$ cat config.mk
export PLATFORM = sky130hd
export DESIGN_NAME = ehsp_port
export DESIGN_NICKNAME = d
export VERILOG_FILES = /design/src/rtl/ehsp_pkg.sv /design/src/rtl/ehsp_port.sv
export SDC_FILE = /design/constraint.sdc
export NUM_CORES = 1
export LEC_CHECK = 0
export BUFFER_PORTS_ARGS = -buffer_cell sky130_fd_sc_hd__buf_4
export CAP_MARGIN = 5
export CORE_ASPECT_RATIO = 1.75
export CORE_MARGIN = 2
export CORE_UTILIZATION = 37
export DETAILED_ROUTE_END_ITERATION = 8
export SETUP_SLACK_MARGIN = 0.05
export SYNTH_ARGS = -nofsm -noshare
export SYNTH_HDL_FRONTEND = slang
export SYNTH_SLANG_ARGS = --single-unit
$ cat constraint.sdc
create_clock -name ref_clk_in -period 2.1 [get_ports ref_clk_in]
set_input_delay 0.315 -clock ref_clk_in [delete_from_list [all_inputs] [get_ports ref_clk_in]]
set_output_delay 0.315 -clock ref_clk_in [all_outputs]
set_load 0.005 [all_outputs]
$ cat src/rtl/ehsp_pkg.sv
`default_nettype none
package ehsp_pkg;
   // Framing widths.
   localparam int unsigned BYTE_BITS = 8;
   localparam int unsigned UNIT3_BITS = 9;
   localparam logic [3:0] CNT_ZERO = 4'h0;
   localparam logic [3:0] CNT_ONE = 4'h1;
   localparam logic [3:0] LAST_BIT4 = 4'h7;
   localparam logic [3:0] LAST_BIT3 = 4'h8;
   localparam logic [7:0] BYTE_ZERO = 8'h00;
   // Pin levels held by the synchronisers in reset: select high, clock low, reset pin high.
   localparam logic [4:0] PIN_IDLE = 5'h11;
   // Link clock sampling.
   localparam real CLK_PERIOD_NS = 20.0;
   localparam real LINK_PERIOD_NS = 160.0;

   // Received byte with its kind.
   typedef struct packed {
      logic is_data;
      logic [7:0] value;
   } ehsp_byte_t;

   // Framing modes chosen by the strap.
   typedef enum logic {
      EHSP_FOUR_LINE,
      EHSP_THREE_LINE
   } ehsp_mode_t;

   // Receive states.
   typedef enum logic [1:0] {
      EHSP_IDLE,
      EHSP_FLAG,
      EHSP_BITS
   } ehsp_state_t;
endpackage
`default_nettype wire

$ cat src/rtl/ehsp_port.sv
`default_nettype none
// Summary of operation
// - Serial activity accepted only while select low.
// - D/C line high (flag bit high in 3-line) marks received byte as data.
// - D/C line low (flag bit low in 3-line) marks received byte as command.
// - Active-low hard reset returns the receive and read logic to idle.
// - Busy high while waveform output runs.
// - Busy high during temperature sensor exchange.
// - Strap low selects 4-line framing.
// - Strap high selects 9-bit 3-line framing.
// - 4-line bytes sampled rising edge, MSB first.
// - 3-line unit: flag bit then bits 7..0.
// - Read bytes shift out MSB first, falling edges.
module ehsp_port
   import ehsp_pkg::*;
(
   // Clock and resets.
   input wire logic ref_clk_in,
   input wire logic reset_n_in,
   input wire logic hard_reset_in_n,
   // Serial pins.
   input wire logic cs_n_in,
   input wire logic dc_in,
   input wire logic sclk_in,
   input wire logic sdi_in,
   input wire logic bus_width_strap_in,
   output logic sdo_out,
   output logic sdo_oe_out,
   // Core side.
   output ehsp_byte_t rx_byte_out,
   output logic rx_valid_out,
   input wire logic [7:0] tx_byte_in,
   input wire logic tx_load_in,
   input wire logic waveform_active_in,
   input wire logic sensor_active_in,
   output logic busy_out
);

   ////////////////////////////////////////////////////////////////////////////
   // Synchronisers: two flops per pin before any logic looks at it.
   logic [4:0] sync1_reg;
   logic [4:0] sync2_reg;
   logic sclk_prev_reg;
   logic hard_rst_sync1_reg;
   logic hard_rst_sync2_reg;
   logic strap_reg;

   always_ff @(posedge ref_clk_in or negedge reset_n_in) begin
      if (!reset_n_in) begin
         // The serial clock idles low, so no false edge follows reset.
         sync1_reg <= PIN_IDLE;
         sync2_reg <= PIN_IDLE;
      end else begin
         sync1_reg <= {cs_n_in, dc_in, sclk_in, sdi_in, hard_reset_in_n};
         sync2_reg <= sync1_reg;
      end
   end

   wire logic cs_n_s = sync2_reg[4];
   wire logic dc_s = sync2_reg[3];
   wire logic sclk_s = sync2_reg[2];
   wire logic sdi_s = sync2_reg[1];
   wire logic hard_n_s = sync2_reg[0];

   // The edge detector works on the second stage only.
   always_ff @(posedge ref_clk_in or negedge reset_n_in) begin
      if (!reset_n_in) begin
         sclk_prev_reg <= 1'b0;
      end else begin
         sclk_prev_reg <= sclk_s;
      end
   end

   wire logic sclk_rise = sclk_s & ~sclk_prev_reg;
   wire logic sclk_fall = ~sclk_s & sclk_prev_reg;
   // Logic reset is the synchronised reset pin alone, inverted; the system reset acts separately.
   wire logic soft_rst = ~hard_n_s;

   ////////////////////////////////////////////////////////////////////////////
   // Strap followed while reset pin is low or select is high, held while a frame is selected.
   logic strap_s1_reg;
   always_ff @(posedge ref_clk_in or negedge reset_n_in) begin
      if (!reset_n_in) begin
         strap_s1_reg <= 1'b0;
         strap_reg <= 1'b0;
      end else begin
         strap_s1_reg <= bus_width_strap_in;
         if (soft_rst || cs_n_s) begin
            strap_reg <= strap_s1_reg;
         end
      end
   end

   wire ehsp_mode_t mode = strap_reg ? EHSP_THREE_LINE : EHSP_FOUR_LINE;

   ////////////////////////////////////////////////////////////////////////////
   // Receive shifter.
   ehsp_state_t state_reg;
   logic [3:0] bit_cnt_reg;
   logic [7:0] shift_reg;
   logic flag_reg;

   always_ff @(posedge ref_clk_in or negedge reset_n_in) begin
      if (!reset_n_in) begin
         state_reg <= EHSP_IDLE;
         bit_cnt_reg <= CNT_ZERO;
         shift_reg <= BYTE_ZERO;
         flag_reg <= 1'b0;
      end else if (soft_rst || cs_n_s) begin
         state_reg <= EHSP_IDLE;
         bit_cnt_reg <= CNT_ZERO;
      end else begin
         unique case (state_reg)
            EHSP_IDLE: begin
               state_reg <= (mode == EHSP_THREE_LINE) ? EHSP_FLAG : EHSP_BITS;
               bit_cnt_reg <= CNT_ZERO;
            end
            EHSP_FLAG: begin
               if (sclk_rise) begin
                  flag_reg <= sdi_s;
                  state_reg <= EHSP_BITS;
               end
            end
            EHSP_BITS: begin
               if (sclk_rise) begin
                  shift_reg <= {shift_reg[6:0], sdi_s};
                  if (mode == EHSP_FOUR_LINE) begin
                     flag_reg <= dc_s;
                  end
                  if (bit_cnt_reg == LAST_BIT4) begin
                     bit_cnt_reg <= CNT_ZERO;
                     state_reg <= (mode == EHSP_THREE_LINE) ? EHSP_FLAG : EHSP_BITS;
                  end else begin
                     bit_cnt_reg <= bit_cnt_reg + CNT_ONE;
                  end
               end
            end
            default: state_reg <= EHSP_IDLE;
         endcase
      end
   end

   wire logic byte_done = !cs_n_s && !soft_rst && state_reg == EHSP_BITS
                          && sclk_rise && bit_cnt_reg == LAST_BIT4;

   // Completed byte presented with its kind for one cycle.
   always_ff @(posedge ref_clk_in or negedge reset_n_in) begin
      if (!reset_n_in) begin
         rx_byte_out <= '0;
         rx_valid_out <= 1'b0;
      end else begin
         rx_valid_out <= byte_done;
         if (byte_done) begin
            rx_byte_out.value <= {shift_reg[6:0], sdi_s};
            rx_byte_out.is_data <= (mode == EHSP_FOUR_LINE) ? dc_s : flag_reg;
         end
      end
   end

   ////////////////////////////////////////////////////////////////////////////
   // Read shifter: loaded by the core, one bit per falling edge.
   logic [7:0] tx_shift_reg;
   logic tx_active_reg;
   always_ff @(posedge ref_clk_in or negedge reset_n_in) begin
      if (!reset_n_in) begin
         tx_shift_reg <= BYTE_ZERO;
         tx_active_reg <= 1'b0;
         sdo_out <= 1'b0;
      end else if (soft_rst || cs_n_s) begin
         tx_active_reg <= 1'b0;
         sdo_out <= 1'b0;
      end else if (tx_load_in) begin
         // The first bit must stand before the host's first rising edge.
         sdo_out <= tx_byte_in[7];
         tx_shift_reg <= {tx_byte_in[6:0], 1'b0};
         tx_active_reg <= 1'b1;
      end else if (tx_active_reg && sclk_fall) begin
         sdo_out <= tx_shift_reg[7];
         tx_shift_reg <= {tx_shift_reg[6:0], 1'b0};
      end
   end
   assign sdo_oe_out = tx_active_reg;

   ////////////////////////////////////////////////////////////////////////////
   // Busy follows the core's activity.
   always_ff @(posedge ref_clk_in or negedge reset_n_in) begin
      if (!reset_n_in) begin
         busy_out <= 1'b0;
      end else begin
         busy_out <= waveform_active_in | sensor_active_in;
      end
   end
endmodule
`default_nettype wire

==> metrics.json <==
{
  "timing.critical_path.fanout_max": {"value": 10},
  "clk_pin_slew_worst_paths": {"value": 0.09, "unit": "ns"},
  "nFillCells": {"value": 459},
  "synthCells": {"value": 151},
  "postCtsSetupBuffers": {"value": 0},
  "pwr-share-clk": {"value": 32.8, "unit": "%"},
  "synth_fp_nets": {"value": 171},
  "die_y": {"value": 98.4, "unit": "um"},
  "critPathRequiredTime": {"value": 2.35, "unit": "ns"},
  "run_status": {"value": "finished with violations"},
  "drc": {"value": 0},
  "period_needed": {"value": 1.68, "unit": "ns"},
  "detailroute.wirelength.met3": {"value": 177, "unit": "um"},
  "comb_power_share": {"value": 8.0, "unit": "%"},
  "synth_area_leader_cell": {"value": "dfrtp_1"},
  "cts_buffers": {"value": 5},
  "overflow": {"value": 0},
  "drt-initial-drc-count": {"value": 27},
  "insertedDiodeCount": {"value": 0},
  "most_common_cell_in_the_netlist": {"value": "dfrtp_1"},
  "worstSkewPairLatency": {"value": 0.30, "unit": "ns"},
  "slew_viol_final": {"value": 0},
  "pin_count": {"value": 32},
  "die_w": {"value": 58.0, "unit": "um"},
  "final_sum_of_negative_setup_slack": {"value": 0, "unit": "ns"},
  "timing.max_cap.violations": {"value": 0},
  "setup-violations-final": {"value": 0},
  "final_clock_period_utilization_by_the_worst_path": {"value": 80.2, "unit": "%"},
  "gr-usage-all-layers": {"value": 12.6, "unit": "%"},
  "top_cell_types_by_occurrence_after_synthesis": {"value": "dfrtp_1, nand2_1, mux2_4, mux2i_1, nor2_1"},
  "row_count": {"value": 34},
  "failed_checks": {"value": "hold timing"},
  "maximum_operating_frequency": {"value": 594, "unit": "MHz"},
  "synth_area": {"value": 1890, "unit": "um2"},
  "holdCritPathClass": {"value": "in2async"},
  "ys_ff_latch": {"value": 47},
  "net-switching-power": {"value": 411, "unit": "uW"},
  "postSynth.asyncResetShare": {"value": 100, "unit": "%"},
  "drive_above_1_share": {"value": 31.7, "unit": "%"},
  "finalHoldViolations": {"value": 5},
  "power.total": {"value": 1.68, "unit": "mW"},
  "grt_first_pass_wirelength": {"value": 5.51, "unit": "mm"},
  "start_util": {"value": 38.2, "unit": "%"},
  "average_vias_per_placed_instance": {"value": 4.87},
  "gp_congestion": {"value": 0.738},
  "p_int": {"value": 1.27, "unit": "mW"},
  "met2RoutedLength": {"value": 1.58, "unit": "mm"},
  "rsz0062_at_grt": {"value": "no"},
  "fp.dieArea": {"value": 5710, "unit": "um2"},
  "swShare": {"value": 24.5, "unit": "%"},
  "grt_max_degree": {"value": 48},
  "power.static_leakage": {"value": 1.19, "unit": "nW"},
  "post-route-util": {"value": 45.6, "unit": "%"},
  "synth-seq-area-share": {"value": 62.6, "unit": "%"},
  "totalWireLength": {"value": 3.14, "unit": "mm"},
  "number_of_input_and_output_port_buffers_inserted": {"value": 31},
  "core_area": {"value": 4930, "unit": "um2"},
  "end_kind": {"value": "flop"},
  "power_density": {"value": 745, "unit": "nW/um2"},
  "yosys-top-cells-area": {"value": "dfrtp_1, mux2_4, nand2_1, dfstp_2, mux2i_1"},
  "worstSetupPathType": {"value": "reg2reg"},
  "routedWlPerCell": {"value": 13.1, "unit": "um"},
  "synth_warnings": {"value": 0},
  "detailed_place.area": {"value": 2160, "unit": "um2"},
  "hpwlAfterDp": {"value": 2.26, "unit": "mm"},
  "power.ir.vdd_worst": {"value": 521, "unit": "uV"},
  "areaGrowthSynthToFinish": {"value": 19.4, "unit": "%"},
  "num-nets-final": {"value": 205},
  "synthFlopType": {"value": "dfrtp_1"},
  "vias_in_the_first_global_route": {"value": 1269},
  "met1_routed_wirelength_after_detailed_routing": {"value": 1.30, "unit": "mm"},
  "finalHoldWorstSlack": {"value": -0.0131, "unit": "ns"},
  "cts_repair_resize_count": {"value": 0},
  "worst_slew_margin_relative_to_its_limit": {"value": 62.1, "unit": "%"},
  "clk_path_buf_depth": {"value": 2},
  "fin_worst_skew": {"value": 0.00389, "unit": "ns"},
  "antenna_violations_before_repair": {"value": 0},
  "postCtsHoldBufs": {"value": 0},
  "via_count": {"value": 1169},
  "cts_root_buf": {"value": "clkbuf_8"},
  "detailedRoute.firstPassIterationCount": {"value": 4},
  "synth-edff-count": {"value": 0},
  "post-route-cell-area": {"value": 2250, "unit": "um2"},
  "h-tree-depth": {"value": 2},
  "timing_worst_slew_pin_value": {"value": 0.568, "unit": "ns"},
  "routed.top_layer": {"value": "met4"},
  "seq_power_share": {"value": 59.1, "unit": "%"},
  "cts_tree": {"value": "yes"},
  "clock_sinks": {"value": 47},
  "syn_area_per_cell": {"value": 12.5, "unit": "um2"},
  "worst_setup_path_start_kind": {"value": "flop"},
  "flip_flop_count_of_the_largest_register_all_copies_and_words_added": {"value": 9},
  "antenna_violating_nets_post_route": {"value": 0},
  "cp.arrival": {"value": 1.93, "unit": "ns"},
  "yosys.cell_types.count": {"value": 35},
  "synth_largest_type_area_fraction": {"value": 57.1, "unit": "%"}
}
## critical path: stages (launching register included)
cell      delay, ns
dfstp_2        0.53
nand2b_1       0.23
or3_1          0.58
nor3_1         0.19
a21o_1         0.10
## worst paths after layout
| check | startpoint | end | slack (ns) | cells past startpoint |
|---|---|---|---|---|
| hold / removal | reset_n_in | sdo_out | -0.01 | 1 |
| min in group ref_clk_in | hard_reset_in_n | sync1_reg[0] | 0.11 | 1 |
| max in group asynchronous | reset_n_in | sync2_reg[4] | 1.71 | 1 |
| setup reg to reg | sync2_reg[0] | bit_cnt_reg[0] | 0.42 | 4 |
| hold reg to reg | sync1_reg[3] | sync2_reg[3] | 0.35 | 0 |
| setup / recovery | sync2_reg[0] | bit_cnt_reg[0] | 0.42 | 4 |
## layer usage
| metal | vias to the layer above | global-route usage, % |
|---|---|---|
| li1 | 579 | - |
| met1 | 553 | 14.9 |
| met2 | 32 | 20.4 |
| met3 | 5 | 3.94 |
| met4 | 0 | 6.44 |
| met5 | - | 0 |
## cell type report
class	count	area (um2)	area share (%)
sequential	47	1180	52.4
multi-input combinational	96	658	29.2
timing repair buffer	32	240	10.7
clock buffer	5	68.8	3.06
tap	54	67.6	3.00
clock inverter	3	25.0	1.11
inverter	3	11.3	0.500
## per-stage QoR
step,hold slack (ns),setup slack (ns),std cells
6_report,-0.0131,0.417,240
4_1_cts,0.0168,0.383,240
2_1_floorplan,0.0194,0.477,151
3_3_place_gp,0.333,0.457,232
3_5_place_dp,0.335,0.400,232
5_1_grt,0.0417,0.294,240
## cell usage in the layout (no fill, tap or decap), types with 4 or more instances in the layout
cell type,count
mux2i_1,8
nor2_1,7
buf_4,32
mux2_4,9
dfstp_2,4
o21ai_0,4
clkbuf_8,5
a21oi_1,4
nand2_1,32
o21ai_1,4
dfrtp_1,43
## cells by family after synthesis
kind of cell	after synthesis	synth area share, %
AO/OA/AOI/OAI	22	7.63
XOR/XNOR	1	0.465
adder cells (fa/ha/maj)	1	0.663
buffers and inverters	8	2.45
flip-flops	47	62.6
multiplexers	18	12.0
AND/OR/NAND/NOR	54	14.1
## power by group through the flow
stage / sequential, mW / clock [mW] / combinational [mW]
finish: 0.992 / 0.551 / 0.135
detailed placement: 1.01 / 0 / 0.139
floorplan: 1.00 / 0 / 0.0821
CTS: 0.992 / 0.572 / 0.140
global route: 1.00 / 0.606 / 0.154
global placement: 1.01 / 0 / 0.135
Note: power is estimated with default switching activity, not from simulation.
